`src/rtl/tmr_pkg.sv`:
```
// constants shared by the dual timer/counter core and its channels
package tmr_pkg;
  localparam int ADDR_W = 3;
  localparam int DATA_W = 8;
  localparam int CNT_W = 16;
  localparam int NUM_CH = 2;

  // register offsets
  localparam logic [2:0] REG_CTRL = 3'h0;
  localparam logic [2:0] REG_MODE = 3'h1;
  localparam logic [2:0] REG_CNT0_LO = 3'h2;
  localparam logic [2:0] REG_CNT0_HI = 3'h3;
  localparam logic [2:0] REG_CNT1_LO = 3'h4;
  localparam logic [2:0] REG_CNT1_HI = 3'h5;
  localparam logic [2:0] REG_MASK = 3'h6;

  // timer_control_reg fields: run bits low, overflow flags (write one to clear) high
  localparam int CTRL_RUN0 = 0;
  localparam int CTRL_FLAG0 = 4;
  // mode register fields, channel 1 sits MODE_CH_STRIDE bits above channel 0
  localparam int MODE_SRC_SEL0 = 0;
  localparam int MODE_GATING_ENABLE_BIT = 1;
  localparam int MODE_CH_STRIDE = 4;
  localparam int MODE_DOUBLE = 7;

  localparam logic [7:0] CTRL_RST = 8'h00;
  localparam logic [7:0] MODE_RST = 8'h00;
  localparam logic [1:0] MASK_RST = 2'h0;
  localparam logic [7:0] CNT_RST = 8'h00;

  // peripheral cycle = 6 peripheral clocks; peripheral clock = osc/2 standard, osc/1 double speed
  localparam int PER_CLKS_PER_CYCLE = 6;
  localparam int OSC_PER_PER_STD = 2;
  localparam int OSC_PER_PER_X2 = 1;
  localparam logic [3:0] TICK_DIV_STD = 4'(PER_CLKS_PER_CYCLE * OSC_PER_PER_STD);
  localparam logic [3:0] TICK_DIV_X2 = 4'(PER_CLKS_PER_CYCLE * OSC_PER_PER_X2);
endpackage

```
`src/rtl/dual_timer_counter_core.sv`:
```
// two independent 16-bit timer/counters with register port and masked interrupt
// Function
// - two 16-bit timer/counter channels, each with its own source and gating select; double speed is common
// - timer use counts a programmed interval, then requests an interrupt
// - counter use counts falling edges on the channel's event pin
// - counter use requests an interrupt after a preset number of events
// - run bit set lets each source pulse bump the low byte; clear stops counting
// - low byte overflow increments the high byte, forming one 16-bit count
// - high byte overflow sets the channel overflow flag in the control register
// - setting the run bit leaves both count bytes unchanged
// - both count bytes readable any time without disturbing counting
// - source select zero picks divided peripheral clock, one picks event pin
// - timer source advances once per peripheral cycle of six peripheral clocks
// - timer rate is oscillator/12 standard, oscillator/6 double speed
// - event pin sampled per peripheral cycle; high then low counts one
// - gating off: run bit alone enables; gating on: gate pin also required
// - rollover from all ones to zero sets the flag, which requests interrupt
//
// Chosen here: the address map and strobed register access.
`timescale 1ns/100ps
module dual_timer_counter_core (
  input wire logic core_clk,
  input wire logic nrst,
  input wire logic [tmr_pkg::ADDR_W-1:0] reg_addr,
  input wire logic [tmr_pkg::DATA_W-1:0] reg_wdata,
  input wire logic reg_wr,
  input wire logic reg_rd,
  output logic [tmr_pkg::DATA_W-1:0] reg_rdata,
  input wire logic [tmr_pkg::NUM_CH-1:0] event_pin,
  input wire logic [tmr_pkg::NUM_CH-1:0] gate_interrupt_pin,
  input wire logic [tmr_pkg::NUM_CH-1:0] irq_ack,
  output logic irq
);
  import tmr_pkg::*;

  // byte address of a channel's low or high count byte
  function automatic logic [ADDR_W-1:0] cnt_addr(input int ch, input logic hi);
    cnt_addr = (ch == 0) ? (hi ? REG_CNT0_HI : REG_CNT0_LO) : (hi ? REG_CNT1_HI : REG_CNT1_LO);
  endfunction

  logic rst_meta_q, rst_sync_q;
  logic rst_n;

  logic [3:0] psc_q, psc_d;
  logic tick_q, tick_d;
  logic [3:0] tick_div;

  logic [NUM_CH-1:0] run_q, run_d;
  logic [NUM_CH-1:0] overflow_flag_q, overflow_flag_d;
  logic [7:0] mode_q, mode_d;
  logic [NUM_CH-1:0] mask_q, mask_d;
  logic [DATA_W-1:0] rdata_q, rdata_d;
  logic irq_q, irq_d;

  logic [NUM_CH-1:0] wr_lo, wr_hi, ovf;
  logic [CNT_W-1:0] cnt [NUM_CH];
  logic ctrl_wr, mode_wr;

  // reset enters asynchronously but is released on the clock through two stages
  always_ff @(posedge core_clk or negedge nrst) begin
    if (!nrst) begin
      rst_meta_q <= 1'b0;
      rst_sync_q <= 1'b0;
    end else begin
      rst_meta_q <= 1'b1;
      rst_sync_q <= rst_meta_q;
    end
  end
  assign rst_n = rst_sync_q;

  // peripheral-cycle strobe; core_clk stands for the oscillator
  always_comb begin
    tick_div = mode_q[MODE_DOUBLE] ? TICK_DIV_X2 : TICK_DIV_STD;
    // >= lets a rate change mid-cycle finish the current cycle early rather than wrap
    if (psc_q >= tick_div - 4'h1) begin
      psc_d = 4'h0;
      tick_d = 1'b1;
    end else begin
      psc_d = psc_q + 4'h1;
      tick_d = 1'b0;
    end
  end

  always_ff @(posedge core_clk or negedge rst_n) begin
    if (!rst_n) begin
      psc_q <= 4'h0;
      tick_q <= 1'b0;
    end else begin
      psc_q <= psc_d;
      tick_q <= tick_d;
    end
  end

  // register writes, flags and read data
  always_comb begin
    ctrl_wr = reg_wr && (reg_addr == REG_CTRL);
    mode_wr = reg_wr && (reg_addr == REG_MODE);
    run_d = run_q;
    mode_d = mode_q;
    mask_d = mask_q;
    if (ctrl_wr) begin
      run_d = reg_wdata[CTRL_RUN0 +: NUM_CH];
    end
    if (mode_wr) begin
      mode_d = reg_wdata;
    end
    if (reg_wr && (reg_addr == REG_MASK)) begin
      mask_d = reg_wdata[NUM_CH-1:0];
    end
    for (int i = 0; i < NUM_CH; i++) begin
      wr_lo[i] = reg_wr && (reg_addr == cnt_addr(i, 1'b0));
      wr_hi[i] = reg_wr && (reg_addr == cnt_addr(i, 1'b1));
      overflow_flag_d[i] = overflow_flag_q[i];
      if ((ctrl_wr && reg_wdata[CTRL_FLAG0 + i]) || irq_ack[i]) begin
        overflow_flag_d[i] = 1'b0;
      end
      // an overflow in the clearing cycle is kept
      if (ovf[i]) begin
        overflow_flag_d[i] = 1'b1;
      end
    end
    rdata_d = 8'h00;
    if (reg_rd) begin
      case (reg_addr)
        REG_CTRL: begin
          rdata_d = 8'h00;
          rdata_d[CTRL_RUN0 +: NUM_CH] = run_q;
          rdata_d[CTRL_FLAG0 +: NUM_CH] = overflow_flag_q;
        end
        REG_MODE: begin
          rdata_d = mode_q;
        end
        REG_CNT0_LO: begin
          rdata_d = cnt[0][7:0];
        end
        REG_CNT0_HI: begin
          rdata_d = cnt[0][15:8];
        end
        REG_CNT1_LO: begin
          rdata_d = cnt[1][7:0];
        end
        REG_CNT1_HI: begin
          rdata_d = cnt[1][15:8];
        end
        REG_MASK: begin
          rdata_d = {6'h00, mask_q};
        end
        default: begin
          rdata_d = 8'h00;
        end
      endcase
    end
    // interrupt follows the flags as they will stand after this edge
    irq_d = |(overflow_flag_d & mask_d);
  end

  always_ff @(posedge core_clk or negedge rst_n) begin
    if (!rst_n) begin
      run_q <= CTRL_RST[CTRL_RUN0 +: NUM_CH];
      overflow_flag_q <= CTRL_RST[CTRL_FLAG0 +: NUM_CH];
      mode_q <= MODE_RST;
      mask_q <= MASK_RST;
      rdata_q <= 8'h00;
      irq_q <= 1'b0;
    end else begin
      run_q <= run_d;
      overflow_flag_q <= overflow_flag_d;
      mode_q <= mode_d;
      mask_q <= mask_d;
      rdata_q <= rdata_d;
      irq_q <= irq_d;
    end
  end

  assign reg_rdata = rdata_q;
  assign irq = irq_q;

  // channels share nothing but the peripheral-cycle strobe and the register write data
  for (genvar g = 0; g < NUM_CH; g++) begin : g_ch
    timer_channel u_ch (
      .clk(core_clk),
      .rst_n(rst_n),
      .tick(tick_q),
      .run_control_bit(run_q[g]),
      .src_sel(mode_q[MODE_SRC_SEL0 + g * MODE_CH_STRIDE]),
      .gating_enable_bit(mode_q[MODE_GATING_ENABLE_BIT + g * MODE_CH_STRIDE]),
      .gate_lvl(gate_interrupt_pin[g]),
      .event_pin(event_pin[g]),
      .wr_lo(wr_lo[g]),
      .wr_hi(wr_hi[g]),
      .wr_data(reg_wdata),
      .count(cnt[g]),
      .ovf(ovf[g])
    );
  end

  tick_x2_gap_a: assert property (@(posedge core_clk) disable iff (!rst_n || mode_wr)
    (tick_q && mode_q[MODE_DOUBLE]) |=> !tick_q [*5] ##1 tick_q)
    else $error("double speed tick spacing is not six clocks");
  tick_std_gap_a: assert property (@(posedge core_clk) disable iff (!rst_n || mode_wr)
    (tick_q && !mode_q[MODE_DOUBLE]) |=> !tick_q [*8] ##1 !tick_q [*3] ##1 tick_q)
    else $error("standard tick spacing is not twelve clocks");
  ovf_sets_flag_a: assert property (@(posedge core_clk) disable iff (!rst_n)
    ovf[0] |=> overflow_flag_q[0] && (irq == (mask_q[0] | (overflow_flag_q[1] & mask_q[1]))))
    else $error("overflow did not set flag and interrupt");
  flag_sticky_a: assert property (@(posedge core_clk) disable iff (!rst_n)
    (overflow_flag_q[1] && !irq_ack[1] && !(ctrl_wr && reg_wdata[CTRL_FLAG0 + 1])) |=> overflow_flag_q[1])
    else $error("overflow flag dropped without clear");
  irq_level_a: assert property (@(posedge core_clk) disable iff (!rst_n)
    irq == |(overflow_flag_q & mask_q))
    else $error("interrupt differs from masked flags");
  count_read_a: assert property (@(posedge core_clk) disable iff (!rst_n)
    (reg_rd && reg_addr == REG_CNT1_HI) |=> reg_rdata == $past(cnt[1][15:8]))
    else $error("count read returned wrong byte");

  // register port: writes land next edge, reads stand one cycle
  run_write_a: assert property (@(posedge core_clk) disable iff (!rst_n)
    ctrl_wr |=> run_q == $past(reg_wdata[CTRL_RUN0 +: NUM_CH]))
    else $error("run bits not taken from control write");
  run_hold_a: assert property (@(posedge core_clk) disable iff (!rst_n)
    !ctrl_wr |=> $stable(run_q))
    else $error("run bits changed without control write");
  mode_write_a: assert property (@(posedge core_clk) disable iff (!rst_n)
    mode_wr |=> mode_q == $past(reg_wdata))
    else $error("mode not taken from mode write");
  mode_hold_a: assert property (@(posedge core_clk) disable iff (!rst_n)
    !mode_wr |=> $stable(mode_q))
    else $error("mode changed without mode write");
  mask_write_a: assert property (@(posedge core_clk) disable iff (!rst_n)
    (reg_wr && reg_addr == REG_MASK) |=> mask_q == $past(reg_wdata[NUM_CH-1:0]))
    else $error("mask not taken from mask write");
  mask_hold_a: assert property (@(posedge core_clk) disable iff (!rst_n)
    !(reg_wr && reg_addr == REG_MASK) |=> $stable(mask_q))
    else $error("mask changed without mask write");
  read_idle_a: assert property (@(posedge core_clk) disable iff (!rst_n)
    !reg_rd |=> reg_rdata == 8'h00)
    else $error("read data not zero outside a read");
  read_run_a: assert property (@(posedge core_clk) disable iff (!rst_n)
    (reg_rd && reg_addr == REG_CTRL) |=> reg_rdata[CTRL_RUN0 +: NUM_CH] == $past(run_q))
    else $error("control read returned wrong run bits");
  read_flag_a: assert property (@(posedge core_clk) disable iff (!rst_n)
    (reg_rd && reg_addr == REG_CTRL) |=> reg_rdata[CTRL_FLAG0 +: NUM_CH] == $past(overflow_flag_q))
    else $error("control read returned wrong flags");
  read_cnt0_lo_a: assert property (@(posedge core_clk) disable iff (!rst_n)
    (reg_rd && reg_addr == REG_CNT0_LO) |=> reg_rdata == $past(cnt[0][7:0]))
    else $error("channel 0 low byte read wrong");
  read_cnt0_hi_a: assert property (@(posedge core_clk) disable iff (!rst_n)
    (reg_rd && reg_addr == REG_CNT0_HI) |=> reg_rdata == $past(cnt[0][15:8]))
    else $error("channel 0 high byte read wrong");
  read_cnt1_lo_a: assert property (@(posedge core_clk) disable iff (!rst_n)
    (reg_rd && reg_addr == REG_CNT1_LO) |=> reg_rdata == $past(cnt[1][7:0]))
    else $error("channel 1 low byte read wrong");
  read_no_disturb_a: assert property (@(posedge core_clk) disable iff (!rst_n)
    (reg_rd && !tick_q) |=> $stable(cnt[0]) && $stable(cnt[1]))
    else $error("count read disturbed a count");
  preset_lo_a: assert property (@(posedge core_clk) disable iff (!rst_n)
    wr_lo[0] |=> cnt[0][7:0] == $past(reg_wdata))
    else $error("low byte preset did not land");
  preset_hi_a: assert property (@(posedge core_clk) disable iff (!rst_n)
    wr_hi[1] |=> cnt[1][15:8] == $past(reg_wdata))
    else $error("high byte preset did not land");

  // prescaler and counting cadence
  tick_phase_a: assert property (@(posedge core_clk) disable iff (!rst_n)
    tick_q |-> psc_q == 4'h0)
    else $error("tick away from prescaler wrap");
  psc_bound_a: assert property (@(posedge core_clk) disable iff (!rst_n)
    psc_q < TICK_DIV_STD)
    else $error("prescaler ran past its longest cycle");
  ovf_on_tick_a: assert property (@(posedge core_clk) disable iff (!rst_n)
    (ovf != '0) |-> tick_q)
    else $error("overflow outside a peripheral cycle");
  quiet_between_a: assert property (@(posedge core_clk) disable iff (!rst_n)
    (!tick_q && !wr_lo[1] && !wr_hi[1]) |=> $stable(cnt[1]))
    else $error("count moved between peripheral cycles");

  // flags and interrupt
  ovf1_flag_a: assert property (@(posedge core_clk) disable iff (!rst_n)
    ovf[1] |=> overflow_flag_q[1])
    else $error("channel 1 overflow did not set flag");
  flag0_sticky_a: assert property (@(posedge core_clk) disable iff (!rst_n)
    (overflow_flag_q[0] && !irq_ack[0] && !(ctrl_wr && reg_wdata[CTRL_FLAG0])) |=> overflow_flag_q[0])
    else $error("channel 0 flag dropped without clear");
  ack_clears_a: assert property (@(posedge core_clk) disable iff (!rst_n)
    (irq_ack[0] && !ovf[0]) |=> !overflow_flag_q[0])
    else $error("acknowledge did not clear flag");
  wr_clears_a: assert property (@(posedge core_clk) disable iff (!rst_n)
    (ctrl_wr && reg_wdata[CTRL_FLAG0 + 1] && !ovf[1]) |=> !overflow_flag_q[1])
    else $error("write one did not clear flag");
  no_false_flag_a: assert property (@(posedge core_clk) disable iff (!rst_n)
    (!overflow_flag_q[0] && !ovf[0]) |=> !overflow_flag_q[0])
    else $error("flag set without overflow");
  masked_quiet_a: assert property (@(posedge core_clk) disable iff (!rst_n)
    (mask_q == '0) |-> !irq)
    else $error("interrupt raised with all sources masked");

  flag_irq_c: cover property (@(posedge core_clk) disable iff (!rst_n)
    ovf[0] ##1 irq);
  set_clear_c: cover property (@(posedge core_clk) disable iff (!rst_n)
    ovf[1] && irq_ack[1]);
  mode_switch_c: cover property (@(posedge core_clk) disable iff (!rst_n)
    mode_wr && reg_wdata[MODE_DOUBLE] && !mode_q[MODE_DOUBLE]);
endmodule

```
`src/rtl/timer_channel.sv`:
```
// one 16-bit timer/counter channel built from two cascaded count bytes
`timescale 1ns/100ps
module timer_channel (
  input wire logic clk,
  input wire logic rst_n,
  input wire logic tick,
  input wire logic run_control_bit,
  input wire logic src_sel,
  input wire logic gating_enable_bit,
  input wire logic gate_lvl,
  input wire logic event_pin,
  input wire logic wr_lo,
  input wire logic wr_hi,
  input wire logic [tmr_pkg::DATA_W-1:0] wr_data,
  output logic [tmr_pkg::CNT_W-1:0] count,
  output logic ovf
);
  import tmr_pkg::*;

  logic [7:0] count_low_byte_q, count_low_byte_d;
  logic [7:0] count_high_byte_q, count_high_byte_d;
  logic samp_q, samp_d;
  logic fall;
  logic cnt_en;
  logic inc;

  always_comb begin
    // pin is sampled once per peripheral cycle whether or not the channel runs
    samp_d = tick ? event_pin : samp_q;
    fall = samp_q & ~event_pin;
    cnt_en = run_control_bit & (~gating_enable_bit | gate_lvl);
    inc = tick & cnt_en & (src_sel ? fall : 1'b1);
    count_low_byte_d = count_low_byte_q;
    count_high_byte_d = count_high_byte_q;
    ovf = 1'b0;
    if (inc) begin
      count_low_byte_d = count_low_byte_q + 8'h01;
      if (count_low_byte_q == 8'hFF) begin
        count_high_byte_d = count_high_byte_q + 8'h01;
        ovf = (count_high_byte_q == 8'hFF);
      end
    end
    // a preset overrides the same-cycle increment or carry of the byte it writes only; software must stop the channel first
    if (wr_lo) begin
      count_low_byte_d = wr_data;
    end
    if (wr_hi) begin
      count_high_byte_d = wr_data;
    end
  end

  // run-control changes never touch the count bytes
  always_ff @(posedge clk or negedge rst_n) begin
    if (!rst_n) begin
      count_low_byte_q <= CNT_RST;
      count_high_byte_q <= CNT_RST;
      samp_q <= 1'b0;
    end else begin
      count_low_byte_q <= count_low_byte_d;
      count_high_byte_q <= count_high_byte_d;
      samp_q <= samp_d;
    end
  end

  assign count = {count_high_byte_q, count_low_byte_q};

  hold_when_stopped_a: assert property (@(posedge clk) disable iff (!rst_n)
    (!run_control_bit && !wr_lo && !wr_hi) |=> $stable(count))
    else $error("count moved while stopped");
  timer_step_a: assert property (@(posedge clk) disable iff (!rst_n)
    (tick && cnt_en && !src_sel && !wr_lo && !wr_hi) |=> count == $past(count) + 16'h0001)
    else $error("timer tick did not advance count by one");
  falling_edge_count_a: assert property (@(posedge clk) disable iff (!rst_n)
    (tick && cnt_en && src_sel && samp_q && !event_pin && !wr_lo && !wr_hi) |=> count == $past(count) + 16'h0001)
    else $error("falling edge on event pin not counted");
  no_edge_hold_a: assert property (@(posedge clk) disable iff (!rst_n)
    (src_sel && !(tick && samp_q && !event_pin) && !wr_lo && !wr_hi) |=> $stable(count))
    else $error("counter moved without a falling edge");
  gate_blocks_a: assert property (@(posedge clk) disable iff (!rst_n)
    (gating_enable_bit && !gate_lvl && !wr_lo && !wr_hi) |=> $stable(count))
    else $error("count moved while gate pin low");
  rollover_flag_a: assert property (@(posedge clk) disable iff (!rst_n)
    ovf == (inc && count == 16'hFFFF))
    else $error("overflow pulse not tied to rollover");

  counter_edge_c: cover property (@(posedge clk) disable iff (!rst_n)
    tick && cnt_en && src_sel && fall);
  gated_stop_c: cover property (@(posedge clk) disable iff (!rst_n)
    run_control_bit && gating_enable_bit && !gate_lvl && tick);
endmodule

```
`config.mk`:
```
export PLATFORM = sky130hd
export DESIGN_NAME = dual_timer_counter_core
export DESIGN_NICKNAME = d
export VERILOG_FILES = /design/src/rtl/tmr_pkg.sv /design/src/rtl/dual_timer_counter_core.sv /design/src/rtl/timer_channel.sv
export SDC_FILE = /design/constraint.sdc
export NUM_CORES = 1
export LEC_CHECK = 0
export ABC_AREA = 1
export ABC_CLOCK_PERIOD_IN_PS = 6100
export BUFFER_PORTS_ARGS = -buffer_cell sky130_fd_sc_hd__buf_4
export CELL_PAD_IN_SITES_DETAIL_PLACEMENT = 1
export CELL_PAD_IN_SITES_GLOBAL_PLACEMENT = 1
export CORE_MARGIN = 5
export CORE_UTILIZATION = 31
export DETAILED_ROUTE_END_ITERATION = 6
export GPL_TIMING_DRIVEN = 0
export PLACE_DENSITY = 0.56
export SLEW_MARGIN = 5
export SYNTH_ARGS = -nofsm -noshare
export SYNTH_HDL_FRONTEND = slang
export SYNTH_SLANG_ARGS = --single-unit
```
`constraint.sdc`:
```
create_clock -name core_clk -period 6.1 [get_ports core_clk]
set_input_delay 1.22 -clock core_clk [delete_from_list [all_inputs] [get_ports core_clk]]
set_output_delay 1.22 -clock core_clk [all_outputs]
set_load 0.05 [all_outputs]
```
==> results.sh <==
export IMPL_grt_overflow_total=0
export IMPL_fmax_mhz=447
export IMPL_avgViaCountPerCell=4.70
export IMPL_rsz0062_at_grt="no"
export IMPL_cts_buffers=9
export IMPL_clock_sinks=64
export IMPL_pin_count=30
export IMPL_fp_dieH_um=121
export IMPL_irDropWorstVdd_uv=127
export IMPL_avgSynthCellArea_um2=7.00
export IMPL_p_per_area_mw_per_mm2=377
export IMPL_htree_levels=3
export IMPL_num_rows=40
export IMPL_maxSlewViolCount=0
export IMPL_first_global_vias=3689
export IMPL_antenna_cells=0
export IMPL_drc=0
export IMPL_fin_crit_sh_pct=36.7
export IMPL_synth_area_mm2=0.00384
export IMPL_crit_fanout=10
export IMPL_ys_warnings_count=0
export IMPL_ys_ff_latch=64
export IMPL_gr_max_usage_layer="met2"
export IMPL_final_antenna_net_count=0
export IMPL_drt_initial_drc_count=200
export IMPL_cts_hold_buf=0
export IMPL_drive_gt1_share_pct=13.1
export IMPL_insertion_delay_ns=0.34
export IMPL_power_leakage_nw=2.34
export IMPL_dp_hpwl_um=9870
export IMPL_cts_clk_slew_worst_paths_ns=0.06
export IMPL_portBuffers=29
export IMPL_cp_end_kind="register"
export IMPL_die_area_mm2=0.0147
export IMPL_post_drt_wl_per_cell_um=17.0
export IMPL_maxCapViolations=0
export IMPL_grtUsageMet1_pct=26.5
export IMPL_outcome="finished, final reports clean"
export IMPL_grt_pass1_wl_um=20800
export IMPL_hp_class="reg -> async"
export IMPL_cts_buffer_depth=2
export IMPL_fin_cells=762
export IMPL_grt_antenna_before_repair=0
export IMPL_wirelength_um=12900
export IMPL_clockRootBuffer="clkbuf_16"
export IMPL_ys_seq_area_share_pct=41.7
export IMPL_placed_cell_area_mm2=0.00429
export IMPL_postCtsSetupRepairBufs=0
export IMPL_cts_resized_gates=0
export IMPL_worstSetupPathType="in -> reg"
export IMPL_start_util_pct=31.8
export IMPL_fin_crit_ns=2.24
export IMPL_regToRegSetupSlack_ns=4.36
export IMPL_setup_viol=0
export IMPL_met2_usage_pct=28.7
export IMPL_final_core_util_pct=38.3
export IMPL_start_kind="primary input"
export IMPL_globalRouteTotalUtil_pct=18.7
export IMPL_setup_tns_ns=0
export IMPL_gp_congestion=0.797
export IMPL_synth_nets=577
export IMPL_crit_required_ns=6.33
export IMPL_nNetsFinal=618
export IMPL_dr_pass1_iters=4
export IMPL_dr_total_vias=3583
export IMPL_synthCells=548
export IMPL_final_hold_violation_count=0
export IMPL_cts_tree="yes"
export IMPL_yosys_cell_types_count=25
export IMPL_core_area_mm2=0.0121
export IMPL_worstPathArrival_ns=2.47
export IMPL_grtUsageMet3_pct=4.62
export IMPL_area_growth_synth_to_final_pct=20.4
export IMPL_fin_area_mm2=0.00462
export IMPL_dp_cells=746
export IMPL_grt_max_degree=38
export IMPL_dieWidth_um=121
export IMPL_skew_ns=0.00553
## logic make-up after synthesis
group	count (synthesis)	synth area share [%]
flip-flops	64	41.7
adder cells (fa/ha/maj)	8	2.61
XOR/XNOR	11	2.51
AND/OR/NAND/NOR	366	41.3
buffers and inverters	57	6.06
AO/OA/AOI/OAI	41	5.74
other	1	0.0977
## power breakdown
part / leakage (nW) / switching (W) / internal, W
Clock: 0.165 / 0.000206 / 0.000379
Sequential: 0.811 / 0.000157 / 0.000548
Combinational: 1.37 / 0.000270 / 0.000181
## flip-flops by register name, indices dropped and copies added, names as in the netlist
signal	count
g_ch.u_ch.count_high_byte_q	16
g_ch.u_ch.count_low_byte_q	16
mode_q	8
reg_rdata	8
psc_q	4
g_ch.u_ch.samp_q	2
mask_q	2
overflow_flag_q	2
run_q	2
irq	1
rst_meta_q	1
rst_n	1
tick_q	1
## cell type report
class / count / area [µm²]
timing repair buffer: 30 / 238
clock buffer: 11 / 253
buffer: 5 / 37.5
tap: 168 / 210
clock inverter: 5 / 78.8
fill: 1521 / 7440
multi-input combinational: 427 / 2000
sequential: 64 / 1610
inverter: 52 / 195
## worst paths after layout
kind | start | to | cells after the start
hold / removal | rst_n | g_ch[0].u_ch.count_high_byte_q[5] | 0
max in group asynchronous | rst_n | g_ch[1].u_ch.count_low_byte_q[1] | 1
setup / recovery | reg_addr[2] | g_ch[0].u_ch.count_low_byte_q[6] | 8
hold reg to reg | rst_n | g_ch[0].u_ch.count_high_byte_q[5] | 0
setup reg to reg | tick_q | g_ch[1].u_ch.count_high_byte_q[0] | 8
min in group core_clk | rst_meta_q | rst_n | 0
## layout by cell type (no fill, tap or decap), drive strengths merged, types with 7 or more instances in the layout
| cell type | Yosys | final |
|---|---|---|
| a21oi | 8 | 8 |
| buf | 5 | 35 |
| clkbuf | 0 | 11 |
| dfrtp | 64 | 64 |
| ha | 8 | 8 |
| inv | 52 | 52 |
| nand2 | 215 | 215 |
| nand3 | 71 | 71 |
| nor2 | 73 | 73 |
| o21ai | 33 | 33 |
| xor2 | 7 | 7 |
## worst max-delay path, stage by stage
cell and delay (ns):
buf_4 0.14, buf_2 0.20, nor3_2 0.46, nand2_1 0.17
nand3_1 0.12, nand2_1 0.05, inv_1 0.04, nand2_1 0.05
## cell usage after synthesis
| cell type | number | area share [%] |
|---|---|---|
| nor3_2 | 2 | 0.52 |
| nand3_4 | 1 | 0.46 |
| nor2_2 | 4 | 0.65 |
| o21ai_0 | 21 | 2.7 |
| buf_6 | 2 | 0.59 |
| nand2_2 | 1 | 0.16 |
| xor2_1 | 7 | 1.6 |
| inv_2 | 3 | 0.29 |
| nand2_1 | 212 | 21 |
| dfrtp_1 | 64 | 42 |
| nand3b_1 | 2 | 0.39 |
| inv_1 | 49 | 4.8 |
| ha_1 | 8 | 2.6 |
| o21ai_1 | 8 | 1.0 |
| or2_2 | 3 | 0.49 |
| nor2_8 | 1 | 0.52 |
| nor2_4 | 5 | 1.5 |
| nor2_1 | 63 | 6.2 |
| a21oi_1 | 8 | 1.0 |
| o21ai_2 | 4 | 0.91 |
| xnor2_1 | 4 | 0.91 |
| conb_1 | 1 | 0.098 |
| nand2_4 | 2 | 0.59 |
| nand3_1 | 70 | 9.1 |
| buf_2 | 3 | 0.39 |
## stage by stage
stage	hold WS [ns]	power (W)	setup slack, ns
finish	0.261	0.00174	3.86
global route	0.299	0.00187	3.76
CTS	0.280	0.00176	3.86
detailed placement	0.278	0.00117	3.50
global placement	0.336	0.00114	3.09
floorplan	0.331	0.000996	3.99
## layer usage
metal / vias up / part of all wire, %
li1: 1804 / -
met1: 1713 / 50
met2: 58 / 45
met3: 8 / 4.4
met4: 0 / 0.88
met5: - / 0
Note: power is estimated with default switching activity, not from simulation.
